`src/logic/ptb_pkg.sv`:
```
`default_nettype none
package ptb_pkg;
    // Register byte addresses
    localparam logic [4:0] OFF_CTL0 = 5'h00;
    localparam logic [4:0] OFF_CTL1 = 5'h04;
    localparam logic [4:0] OFF_CNT = 5'h08;
    localparam logic [4:0] OFF_PER = 5'h0C;
    localparam logic [4:0] OFF_PCON1 = 5'h10;
    localparam logic [4:0] OFF_DUTY0 = 5'h14;
    localparam logic [4:0] OFF_DUTY1 = 5'h18;
    // Field positions
    localparam int CTL0_RUN_BIT = 7;
    localparam int CTL0_PSEL_LSB = 2;
    localparam int CTL0_MODE_LSB = 0;
    localparam int CTL1_DOWN_BIT = 7;
    localparam int PCON1_BUFFER_UPDATE_BLOCK_BIT = 1;
    localparam int PCON1_RSVD_BIT = 2;
    // Sizes
    localparam int CNT_W = 12;
    localparam int NCH = 2;
    // Reset values
    localparam logic [CNT_W-1:0] CNT_RST = 12'h000;
    localparam logic [CNT_W-1:0] PER_RST = 12'hFFF;
    localparam logic [7:0] PCON1_RST = 8'h00;
    // Prescaler: Fosc/4 then 1:1, 1:4, 1:16, 1:64, as terminal counts
    localparam logic [7:0] PRE_LIM0 = 8'h03;
    localparam logic [7:0] PRE_LIM1 = 8'h0F;
    localparam logic [7:0] PRE_LIM2 = 8'h3F;
    localparam logic [7:0] PRE_LIM3 = 8'hFF;

    typedef enum logic [1:0] {
        PTB_FREE,
        PTB_SINGLE,
        PTB_UPDOWN,
        PTB_UPDOWN_DBL
    } ptb_mode_t;

    typedef struct packed {
        logic run;
        logic [1:0] psel;
        ptb_mode_t mode;
        logic [CNT_W-1:0] cnt;
        logic down;
        logic [CNT_W-1:0] per_buf;
        logic [CNT_W-1:0] per_act;
        logic [NCH-1:0][CNT_W-1:0] duty_buf;
        logic [NCH-1:0][CNT_W-1:0] duty_act;
        logic [7:0] pcon1;
        logic [NCH-1:0] out;
        logic ack;
        logic [31:0] rdata;
    } ptb_state_t;

    typedef struct packed {
        logic [7:0] cnt;
        logic tick;
    } ptb_pre_t;
endpackage
`default_nettype wire

```
`src/logic/ptb_time_base.sv`:
```
// Summary of operation
// - Free-running: count up, wrap after period match
// - Single-shot: wrap at match, clear run enable
// - Up/down: after period match count downward
// - Read-only down flag in control one
// - Output goes active on downward duty match
// - Up/down: outputs inactive until first downward count
// - Fosc/4 prescaled by 1, 4, 16, 64
// - Counter or control writes clear prescaler
// - Control writes leave counter untouched
`default_nettype none
module ptb_time_base import ptb_pkg::*; (
    // Clock, enable, reset
    input wire logic mclk,
    input wire logic rstn,
    input wire logic ce,
    // Avalon-MM slave
    input wire logic [4:0] address,
    input wire logic read,
    input wire logic write,
    input wire logic [31:0] writedata,
    output logic [31:0] readdata,
    output logic waitrequest,
    // Compare outputs
    output logic [NCH-1:0] pwm_out
);
    ptb_state_t s_r;
    ptb_state_t s_nxt;
    logic tick;
    logic presc_clr;
    logic wr_go;
    logic step;
    logic updown;
    logic boundary;
    logic [NCH-1:0] out_step;

    assign wr_go = write && s_r.ack;
    assign step = tick && s_r.run;
    assign updown = s_r.mode == PTB_UPDOWN || s_r.mode == PTB_UPDOWN_DBL;
    // Any counter or control write restarts the prescaler
    assign presc_clr = wr_go && (address == OFF_CNT || address == OFF_CTL0
        || address == OFF_CTL1);

    ptb_prescaler u_pre (
        .mclk(mclk),
        .rstn(rstn),
        .ce(ce),
        .clr(presc_clr),
        .sel(s_r.psel),
        .tick(tick)
    );

    ////////////////////////////////////////////////////////////////////////
    // Per-channel compare, evaluated on the count before the step
    genvar g;
    generate
        for (g = 0; g < NCH; g++) begin : g_ch
            always_comb begin
                out_step[g] = s_r.out[g];
                if (updown) begin
                    if (s_r.down && s_r.cnt == s_r.duty_act[g]) begin
                        out_step[g] = 1'b1;
                    end else if (!s_r.down && s_r.cnt == s_r.duty_act[g]) begin
                        out_step[g] = 1'b0;
                    end
                end else begin
                    out_step[g] = s_r.cnt < s_r.duty_act[g];
                end
            end
        end
    endgenerate

    ////////////////////////////////////////////////////////////////////////
    always_comb begin
        s_nxt = s_r;
        boundary = 1'b0;
        if (step) begin
            s_nxt.out = out_step;
            if (!updown) begin
                if (s_r.cnt == s_r.per_act) begin
                    s_nxt.cnt = CNT_RST;
                    boundary = 1'b1;
                    if (s_r.mode == PTB_SINGLE) begin
                        s_nxt.run = 1'b0;
                    end
                end else begin
                    s_nxt.cnt = s_r.cnt + 1'b1;
                end
            end else if (!s_r.down) begin
                if (s_r.cnt == s_r.per_act && s_r.per_act != CNT_RST) begin
                    s_nxt.down = 1'b1;
                    s_nxt.cnt = s_r.cnt - 1'b1;
                end else if (s_r.cnt != s_r.per_act) begin
                    s_nxt.cnt = s_r.cnt + 1'b1;
                end
            end else if (s_r.cnt == CNT_RST) begin
                s_nxt.down = 1'b0;
                s_nxt.cnt = s_r.cnt + 1'b1;
                boundary = 1'b1;
            end else begin
                s_nxt.cnt = s_r.cnt - 1'b1;
            end
        end
        // Stopped time base drops outputs, so up/down starts inactive
        if (!s_r.run) begin
            s_nxt.out = '0;
            s_nxt.down = 1'b0;
        end
        // Leaving up/down mid-run must not leave a stale down flag
        if (!updown) begin
            s_nxt.down = 1'b0;
        end
        // Loading is allowed while stopped so a fresh start sees new values
        if ((boundary || !s_r.run) && !s_r.pcon1[PCON1_BUFFER_UPDATE_BLOCK_BIT]) begin
            s_nxt.per_act = s_r.per_buf;
            s_nxt.duty_act = s_r.duty_buf;
        end
        // Bus: first cycle captures read data, second completes
        s_nxt.ack = (read || write) && !s_r.ack;
        s_nxt.rdata = 32'h0000_0000;
        unique case (address)
            OFF_CTL0: s_nxt.rdata[7:0] = {s_r.run, 3'h0, s_r.psel, s_r.mode};
            OFF_CTL1: s_nxt.rdata[CTL1_DOWN_BIT] = s_r.down;
            OFF_CNT: s_nxt.rdata[CNT_W-1:0] = s_r.cnt;
            OFF_PER: s_nxt.rdata[CNT_W-1:0] = s_r.per_buf;
            OFF_PCON1: s_nxt.rdata[7:0] = s_r.pcon1;
            OFF_DUTY0: s_nxt.rdata[CNT_W-1:0] = s_r.duty_buf[0];
            OFF_DUTY1: s_nxt.rdata[CNT_W-1:0] = s_r.duty_buf[1];
            default: s_nxt.rdata = 32'h0000_0000;
        endcase
        if (s_r.ack) begin
            s_nxt.rdata = s_r.rdata;
        end
        if (wr_go) begin
            unique case (address)
                OFF_CTL0: begin
                    // Counter deliberately not touched here
                    s_nxt.run = writedata[CTL0_RUN_BIT];
                    s_nxt.psel = writedata[CTL0_PSEL_LSB +: 2];
                    s_nxt.mode = ptb_mode_t'(writedata[CTL0_MODE_LSB +: 2]);
                end
                OFF_CNT: s_nxt.cnt = writedata[CNT_W-1:0];
                OFF_PER: s_nxt.per_buf = writedata[CNT_W-1:0];
                OFF_PCON1: begin
                    s_nxt.pcon1 = writedata[7:0];
                    s_nxt.pcon1[PCON1_RSVD_BIT] = 1'b0;
                end
                OFF_DUTY0: s_nxt.duty_buf[0] = writedata[CNT_W-1:0];
                OFF_DUTY1: s_nxt.duty_buf[1] = writedata[CNT_W-1:0];
                default: s_nxt.pcon1 = s_nxt.pcon1;
            endcase
        end
    end

    always_ff @(posedge mclk or negedge rstn) begin
        if (!rstn) begin
            s_r <= '0;
            s_r.per_buf <= PER_RST;
            s_r.per_act <= PER_RST;
            s_r.pcon1 <= PCON1_RST;
        end else if (ce) begin
            s_r <= s_nxt;
        end
    end

    assign readdata = s_r.rdata;
    // Frozen clock enable must stall the bus, or a write would be lost
    assign waitrequest = (read || write) && !(s_r.ack && ce);
    assign pwm_out = s_r.out;

    ////////////////////////////////////////////////////////////////////////
    chk_free_wrap: assert property (@(posedge mclk) disable iff (!rstn)
        ce && step && s_r.mode == PTB_FREE && s_r.cnt == s_r.per_act && !wr_go
        |=> s_r.cnt == CNT_RST && s_r.run)
        else $error("free-running counter did not wrap");
    chk_single_stop: assert property (@(posedge mclk) disable iff (!rstn)
        ce && step && s_r.mode == PTB_SINGLE && s_r.cnt == s_r.per_act && !wr_go
        |=> s_r.cnt == CNT_RST && !s_r.run)
        else $error("single-shot did not stop");
    chk_turn_down: assert property (@(posedge mclk) disable iff (!rstn)
        ce && step && updown && !s_r.down && s_r.cnt == s_r.per_act
        && s_r.per_act != CNT_RST && !wr_go
        |=> s_r.down && s_r.cnt == $past(s_r.cnt) - 1'b1)
        else $error("no downward turn at period");
    chk_dir_read: assert property (@(posedge mclk) disable iff (!rstn)
        ce && read && s_r.ack && address == OFF_CTL1
        |-> readdata[CTL1_DOWN_BIT] == $past(s_r.down) && readdata[6:0] == 7'h00)
        else $error("direction flag misread");
    chk_down_set: assert property (@(posedge mclk) disable iff (!rstn)
        ce && step && updown && s_r.down && s_r.cnt == s_r.duty_act[0]
        |=> pwm_out[0])
        else $error("output not driven active on down match");
    chk_first_half: assert property (@(posedge mclk) disable iff (!rstn)
        ce && !s_r.run ##1 ce && updown && !s_r.down |=> pwm_out == '0)
        else $error("output active before first downward count");
    chk_ctl_keeps: assert property (@(posedge mclk) disable iff (!rstn)
        ce && wr_go && (address == OFF_CTL0 || address == OFF_CTL1) && !step
        |=> s_r.cnt == $past(s_r.cnt))
        else $error("control write changed counter");
    chk_bottom_up: assert property (@(posedge mclk) disable iff (!rstn)
        ce && step && updown && s_r.down && s_r.cnt == CNT_RST && !wr_go
        |=> !s_r.down && s_r.cnt == 12'h001)
        else $error("no upward turn at zero");
    chk_buffer_update_block_hold: assert property (@(posedge mclk) disable iff (!rstn)
        s_r.pcon1[PCON1_BUFFER_UPDATE_BLOCK_BIT]
        |=> s_r.duty_act == $past(s_r.duty_act) && s_r.per_act == $past(s_r.per_act))
        else $error("active values updated while blocked");
    chk_mode_flag: assert property (@(posedge mclk) disable iff (!rstn)
        ce && !updown |=> !s_r.down)
        else $error("direction flag set outside up/down");
    chk_up_quiet: assert property (@(posedge mclk) disable iff (!rstn)
        ce && updown && !s_r.down && pwm_out == '0 |=> pwm_out == '0)
        else $error("output active during upward count");
    chk_ce_freeze: assert property (@(posedge mclk) disable iff (!rstn)
        !ce |=> s_r == $past(s_r))
        else $error("state changed while clock enable low");
    chk_wait_ce: assert property (@(posedge mclk) disable iff (!rstn)
        !ce && (read || write) |-> waitrequest)
        else $error("bus answered while clock enable low");
    chk_ack_pulse: assert property (@(posedge mclk) disable iff (!rstn)
        ce && s_r.ack |=> !s_r.ack)
        else $error("bus answer held for more than one cycle");
endmodule
`default_nettype wire

```
`src/logic/ptb_prescaler.sv`:
```
`default_nettype none
module ptb_prescaler import ptb_pkg::*; (
    // Clock, enable and reset
    input wire logic mclk,
    input wire logic rstn,
    input wire logic ce,
    // Control
    input wire logic clr,
    input wire logic [1:0] sel,
    // Time base tick
    output logic tick
);
    ptb_pre_t s_r;
    ptb_pre_t s_nxt;
    logic [7:0] lim;

    ////////////////////////////////////////////////////////////////////////
    always_comb begin
        unique case (sel)
            2'h0: lim = PRE_LIM0;
            2'h1: lim = PRE_LIM1;
            2'h2: lim = PRE_LIM2;
            2'h3: lim = PRE_LIM3;
        endcase
        s_nxt = s_r;
        s_nxt.tick = 1'b0;
        if (clr) begin
            s_nxt.cnt = 8'h00;
        end else if (s_r.cnt >= lim) begin
            // Compare with >= so a ratio cut mid-count cannot run to 255
            s_nxt.cnt = 8'h00;
            s_nxt.tick = 1'b1;
        end else begin
            s_nxt.cnt = s_r.cnt + 8'h01;
        end
    end

    always_ff @(posedge mclk or negedge rstn) begin
        if (!rstn) begin
            s_r <= '0;
        end else if (ce) begin
            s_r <= s_nxt;
        end
    end

    assign tick = s_r.tick;

    ////////////////////////////////////////////////////////////////////////
    chk_presc_clear: assert property (@(posedge mclk) disable iff (!rstn)
        ce && clr |=> s_r.cnt == 8'h00 && !tick)
        else $error("prescaler not cleared");
    chk_presc_ratio: assert property (@(posedge mclk) disable iff (!rstn)
        ce && !clr && s_r.cnt == lim |=> tick)
        else $error("prescaler tick missing at terminal count");
endmodule
`default_nettype wire

```
`config.mk`:
```
export PLATFORM = sky130hd
export DESIGN_NAME = ptb_time_base
export DESIGN_NICKNAME = d
export VERILOG_FILES = /design/src/logic/ptb_pkg.sv /design/src/logic/ptb_time_base.sv /design/src/logic/ptb_prescaler.sv
export SDC_FILE = /design/constraint.sdc
export NUM_CORES = 1
export LEC_CHECK = 0
export BUFFER_PORTS_ARGS = -buffer_cell sky130_fd_sc_hd__buf_2
export CAP_MARGIN = 0
export CORE_ASPECT_RATIO = 1.75
export CORE_MARGIN = 3
export CORE_UTILIZATION = 50
export CTS_BUF_LIST = sky130_fd_sc_hd__clkbuf_8
export DETAILED_ROUTE_END_ITERATION = 8
export GPL_TIMING_DRIVEN = 1
export HOLD_SLACK_MARGIN = 0.08
export PLACE_DENSITY_LB_ADDON = 0.1
export REMOVE_ABC_BUFFERS = 1
export SKIP_LAST_GASP = 1
export SLEW_MARGIN = 40
export SYNTH_ARGS = -nofsm -noshare
export SYNTH_HDL_FRONTEND = slang
export SYNTH_SLANG_ARGS = --single-unit
```
`constraint.sdc`:
```
create_clock -name mclk -period 4.37 [get_ports mclk]
set_clock_uncertainty 0.1 [all_clocks]
set_input_delay 0.874 -clock mclk [delete_from_list [all_inputs] [get_ports mclk]]
set_output_delay 0.874 -clock mclk [all_outputs]
set_load 0.01 [all_outputs]
```
# ---- After elaboration in Yosys (flattened, before gate mapping)
# Cells that the tools add are included.
dict set report totals {
  mem_count 0
  output_inout_bits 35
  ram_bits 0
  in_bits 42
  wordCells 121
  latchBits 0
  register_bits 121
  rom_bits 0
}
dict set report classes {
  magnitude_cmp 3
  bitwise 1
  div 0
  multipliers 0
  eq_ne 20
  n_reduce_logical 36
  shift 0
  n_mux 40
  n_addsub 3
}
# op n
set ops {}
lappend ops {{$mux W12} 6}
lappend ops {{$pmux W7 S6} 1}
lappend ops {{$eq A12 B12 Y1} 3}
lappend ops {{$pmux W8 S4} 1}
lappend ops {{$mux W13} 2}
lappend ops {{$lt A12 B12 Y1} 2}
lappend ops {{$mux W1} 22}
lappend ops {{$reduce_and A3 Y1} 7}
lappend ops {{$mux W17} 1}
lappend ops {{$mux W8} 2}
lappend ops {{$pmux W4 S4} 1}
lappend ops {{$eq A5 B5 Y1 const B} 3}
lappend ops {{$add A12 B1 Y12 const B} 1}
lappend ops {{$logic_and A1 B1 Y1} 12}
lappend ops {{$logic_not A12 Y1} 1}
lappend ops {{$ne A12 B12 Y1} 1}
lappend ops {{$reduce_bool A12 Y1} 1}
lappend ops {{$sub A12 B1 Y12 const B} 1}
lappend ops {{$eq A5 B4 Y1 const B} 2}
lappend ops {{$add A8 B1 Y8 const B} 1}
lappend ops {{$eq A2 B2 Y1 const B} 4}
lappend ops {{$ge A8 B8 Y1} 1}
lappend ops {{$ne A4 B2 Y1 const B} 2}
lappend ops {{$pmux W1 S7} 1}
lappend ops {{other kinds (12)} 24}

# ---- Longest topological paths before layout
dict set report logic_depth {
  word_depth 8
  depth_mapped 12
  depth_no_buf 9
}

# ---- Modules after synthesis
# From an unflattened synthesis, not the netlist that was laid out.
dict set report hier_totals {
  hier_cells 694
  hier_area_um2 7429.6
}
# mod n_inst cells_per_inst area_each_um2
set modules_own_cells {}
lappend modules_own_cells {ptb_time_base 1 630 6791.5}
lappend modules_own_cells {ptb_prescaler 1 64 638.1}

# ---- Worst setup path after synthesis
# No wires, ideal clock.
dict set report synth_timing {
  kind {register to register}
  start {reg s_r[116] (netlist name)}
  end {reg s_r[43] (netlist name)}
  setup_time_ps 125
  t_arrival_ps 2917
  t_required_ps 4145
  path_slack_ps 1227
  stages_incl_launch_ff 13
  cell_sequence {dfrtp_1 > clkbuf_1 > inv_1 > ha_1 > or4b_2 > nor4_4 > nand2_2 > nand2_2 > o21ai_2 > a211o_1 > buf_6 > buf_12 > mux2_4}
}
dict set report synth_via {
  elab_chain_cells 8
  elab_cells_between_ends 10
  classes_between {eq/ne: 1; mux: 5; reduce/logical: 4}
}
# item line_no
set synth_lines {}
lappend synth_lines {{start: declaration} ptb_time_base.sv:27} ;# ptb_state_t s_r;
lappend synth_lines {{start signal: assignment} ptb_time_base.sv:162} ;# s_r <= s_nxt;
lappend synth_lines {{$logic_not A12 Y1} ptb_time_base.sv:96} ;# end else if (s_r.cnt == CNT_RST) begin
lappend synth_lines {{$mux W1} ptb_time_base.sv:96}
lappend synth_lines {{$mux W1} ptb_time_base.sv:89} ;# end else if (!s_r.down) begin
lappend synth_lines {{$mux W1 (*)} ptb_time_base.sv:79} ;# if (!updown) begin
lappend synth_lines {{$mux W1 (*)} ptb_time_base.sv:77} ;# if (step) begin
lappend synth_lines {{$logic_or A1 B1 Y1 (*)} ptb_time_base.sv:114} ;# if ((boundary || !s_r.run) && !s_r.pcon1[PCON1_BUFFER_UPDATE_BLOCK_BIT]) begin
lappend synth_lines {{$logic_and A1 B1 Y1 (*)} ptb_time_base.sv:114}
lappend synth_lines {{$reduce_and A2 Y1 (no source line) (*)} --}
# Mark *: on every way between the ends. The rest lies on a longest branch, timed or not.
# A chain may end at the register's enable or synchronous reset.

# ---- Worst setup path after layout
dict set report layout_timing {
  start {reg s_r[116] (netlist name)}
  end {reg s_r[61] (netlist name)}
}
# Same word-level chain as after synthesis.

==> metrics.csv <==
stage,metric,value,unit
timing,Final Cycle Share,0.836,
power,Int Pwr,0.00225,W
detailed_routing,Vias,5539,
worst_setup_path,startpoint types,flip-flop,
die,DIE AREA,16300,µm²
power,pwr/cell area,445,nW/µm²
power,switching part of the total,0.365,
logic_synthesis,Synth warnings,0,
timing,final worst slack,715,ps
finish,"commonest non-fill, non-tap cell in the layout",dfrtp_1,
run,Max-cap violations,0,
die,Boundary Pins,77,
logic_synthesis,register area share after synthesis,0.414,
power,Clock power frac,0.299,
finish,Final nets,795,
cts,clock buffer count from CTS,17,
finish,most frequent cells in the layout,"97 x dfrtp_1, 54 x mux2_2, 47 x nand2_1",
global_routing,vias in the first global route,5478,
worst_setup_path,R2R Setup Slk,710,ps
detailed_routing,DR vias/cell,6.07,
placed_design,gp weighted congestion,0.914,
placed_design,IO buf count,36,
timing,RSZ-0062 raised after global routing,false,
global_routing,grt ovf,0,
cts,Worst-path clk slew,80,ps
cts,hold_buf cts,0,
cts,Max clock buf depth,2,
cts,H-tree levels,4,
worst_setup_path,Critical Path Slowest Stage Cell,or4b_2,
logic_synthesis,"Avg Cell Area, Syn",10.6,µm²
worst_setup_path,Worst Setup SP,s_r[116],
power,Flop pwr share,0.403,
worst_setup_path,R2R depth,9,
worst_setup_path,CP max stage delay,700,ps
cts,clk sinks,121,
die,num rows,58,
worst_setup_path,worst-path cell chain,inv_1 -> ha_1 -> or4b_2 -> nor4_4 -> nand2_2 -> nand2_2 -> o21ai_2 -> a211o_4 -> mux2_4,
timing,Final TNS setup,0,ps
global_routing,initial antenna violation count,0,
worst_setup_path,crit-path most repeated cell,nand2_2,
detailed_routing,Pre-Repair DR Iteration Count,5,
finish,Antenna Cells,0,
die,Die Wd,97.9,µm
power,Logic pwr share,0.297,
worst_setup_path,required time worst endpoint,4600,ps
detailed_routing,Detailed Route Iter0 Violations,441,
logic_synthesis,Synth Flop Type,dfrtp_1,
die,Core Box Area,14400,µm²
detailed_routing,Post-Route WL,20.9,mm
timing,Final Hold Viols,0,
finish,layout filler cell count,1328,
placed_design,DP HPWL,15.2,mm
finish,register area,3060,µm²
logic_synthesis,"Async S/R FF share, synth",1.00,
detailed_routing,# DRC,0,
timing,Worst Tran Pin Value,878,ps
finish,share of cells above drive strength 1,0.280,
cts,"Setup Fix Bufs, Post-CTS",0,
detailed_routing,average wire per standard cell,22.9,µm
power,Leak Pwr,3.66,nW
logic_synthesis,number of synthesized flops with an enable pin,0,
logic_synthesis,Post-Syn Area,7390,µm²
die,initial core utilization,0.512,
global_routing,first-pass GRT wire length,32.2,mm
timing,Final setup violation count,0,
cts,Clock Root Buffer,clkbuf_8,
global_routing,largest net degree at the start of global routing,50,
finish,synth-to-layout area growth,7.75,%
timing,FMAX,0.274,GHz
timing,max-slew violation count,0,
timing,min Tclk post-route,3660,ps
worst_setup_path,crit path max fanout,36,
cts,"Clk Latency, worst-skew pair",460,ps
hold_path,HP Class,primary input to async pin,
detailed_routing,Detail Route Antenna Nets,0,
cts,post-cts resize count,0,
die,Die Ht,167,µm
cts,CTS tree,done,
worst_setup_path,worst flop-to-flop path startpoint,s_r[116],
worst_setup_path,Arrival @ worst endpoint,3880,ps
timing,Rel. slew slack,0.413,
power,Peak supply drop,0.000264,V
logic_synthesis,register bit total from synthesis,121,
placed_design,pre-CTS WS,763,ps
worst_setup_path,reg2reg end,s_r[61],
logic_synthesis,"Distinct cells, synth",62,
worst_setup_path,CP endpoint kind,flip-flop,
run_status,status,"finished, final reports clean",
logic_synthesis,post-synthesis instance total,700,
power,switching power,0.00129,W
worst_setup_path,crit path kind,flip-flop to flip-flop,
global_routing,Tot GR Track Use,0.259,
finish,area occupied by multi-input gates,3840,µm²
-- state kept, by name, indices dropped and copies added (netlist names) --
signal      flops
u_pre.s_r       8
s_r            98
pwm_out         2
u_pre.tick      1
readdata       12
-- critical path: cells and delay by family, from the launching register on --
kind                     cells  cell delay (ps)
adder cells (fa/ha/maj)      1              280
buffers and inverters        1              260
multiplexers                 1              400
AND/OR/NAND/NOR              4             1260
flip-flops                   1              500
AO/OA/AOI/OAI                2              680
-- cell usage after synthesis (16+ instances only) --
| master | count | area share |
|---|---|---|
| buf_4 | 34 | 0.035 |
| ha_1 | 34 | 0.058 |
| nand2_1 | 47 | 0.024 |
| inv_1 | 30 | 0.015 |
| dfstp_2 | 24 | 0.085 |
| mux2_2 | 54 | 0.082 |
| mux2_4 | 30 | 0.061 |
| nor2_1 | 32 | 0.016 |
| a21oi_1 | 22 | 0.015 |
| xor2_1 | 19 | 0.023 |
| dfrtp_1 | 97 | 0.33 |
| a22o_1 | 16 | 0.019 |
| clkbuf_1 | 30 | 0.015 |
| o21ai_0 | 35 | 0.024 |
-- power groups by stage --
stage                     registers [W]  clock network, W  logic [W]
after floorplan                 0.00143                 0   0.000680
after detailed placement        0.00145                 0    0.00105
after CTS                       0.00143           0.00108    0.00105
final                           0.00143           0.00106    0.00106
after global placement          0.00144                 0    0.00102
after global routing            0.00145           0.00113    0.00116
-- per-layer routing --
metal / routed length (µm) / vias to the layer above / part of all wire / track usage
met2: 10800 / 187 / 0.52 / 0.448
met1: 8100 / 2754 / 0.39 / 0.304
li1: - / 2544 / - / -
met4: 1010 / 0 / 0.049 / 0.125
met5: 0 / - / 0 / 0
met3: 1000 / 54 / 0.048 / 0.0507
-- layout make-up --
class                   instances  share of cell area
clock buffers                  18              0.0311
clock inverters                14              0.0199
inverters                      32              0.0151
multi-input cells             493               0.482
flip-flops and latches        121               0.384
well taps                     180              0.0283
repair buffers                 54              0.0399
-- cell families (layout without fill, tap and decap cells) --
| logic type | Yosys count | count (layout) | synth area share |
|---|---|---|---|
| and+or+nand+nor | 165 | 165 | 0.113 |
| AOI/OAI and AO/OA | 148 | 148 | 0.140 |
| DFF | 121 | 121 | 0.414 |
| buffers and inverters | 105 | 118 | 0.0806 |
| muxes | 93 | 93 | 0.155 |
| adders and majority gates | 34 | 34 | 0.0575 |
| xor gates and xnor gates | 33 | 33 | 0.0391 |
| other | 1 | 20 | 0.000507 |
-- worst max-delay path by stage --
stage                         end  slack [ps]  cells past startpoint
final                     s_r[61]         710                      9
after global routing      s_r[61]         580                      9
after CTS                 s_r[66]         750                      9
after detailed placement  s_r[43]         760                      9
after global placement    s_r[43]         590                      9
after floorplan           s_r[43]         800                      9
-- through the flow --
stage	total power, W	instances	hold WS [ps]	area [µm²]	util
floorplan	0.00211	646	379	6990	-
global placement	0.00246	880	362	7540	0.522
detailed placement	0.00250	880	366	7560	0.523
CTS	0.00356	912	377	7960	0.551
global route	0.00374	912	380	7970	0.552
finish	0.00355	912	350	7970	0.552
Power figures use the tool's default switching activity.
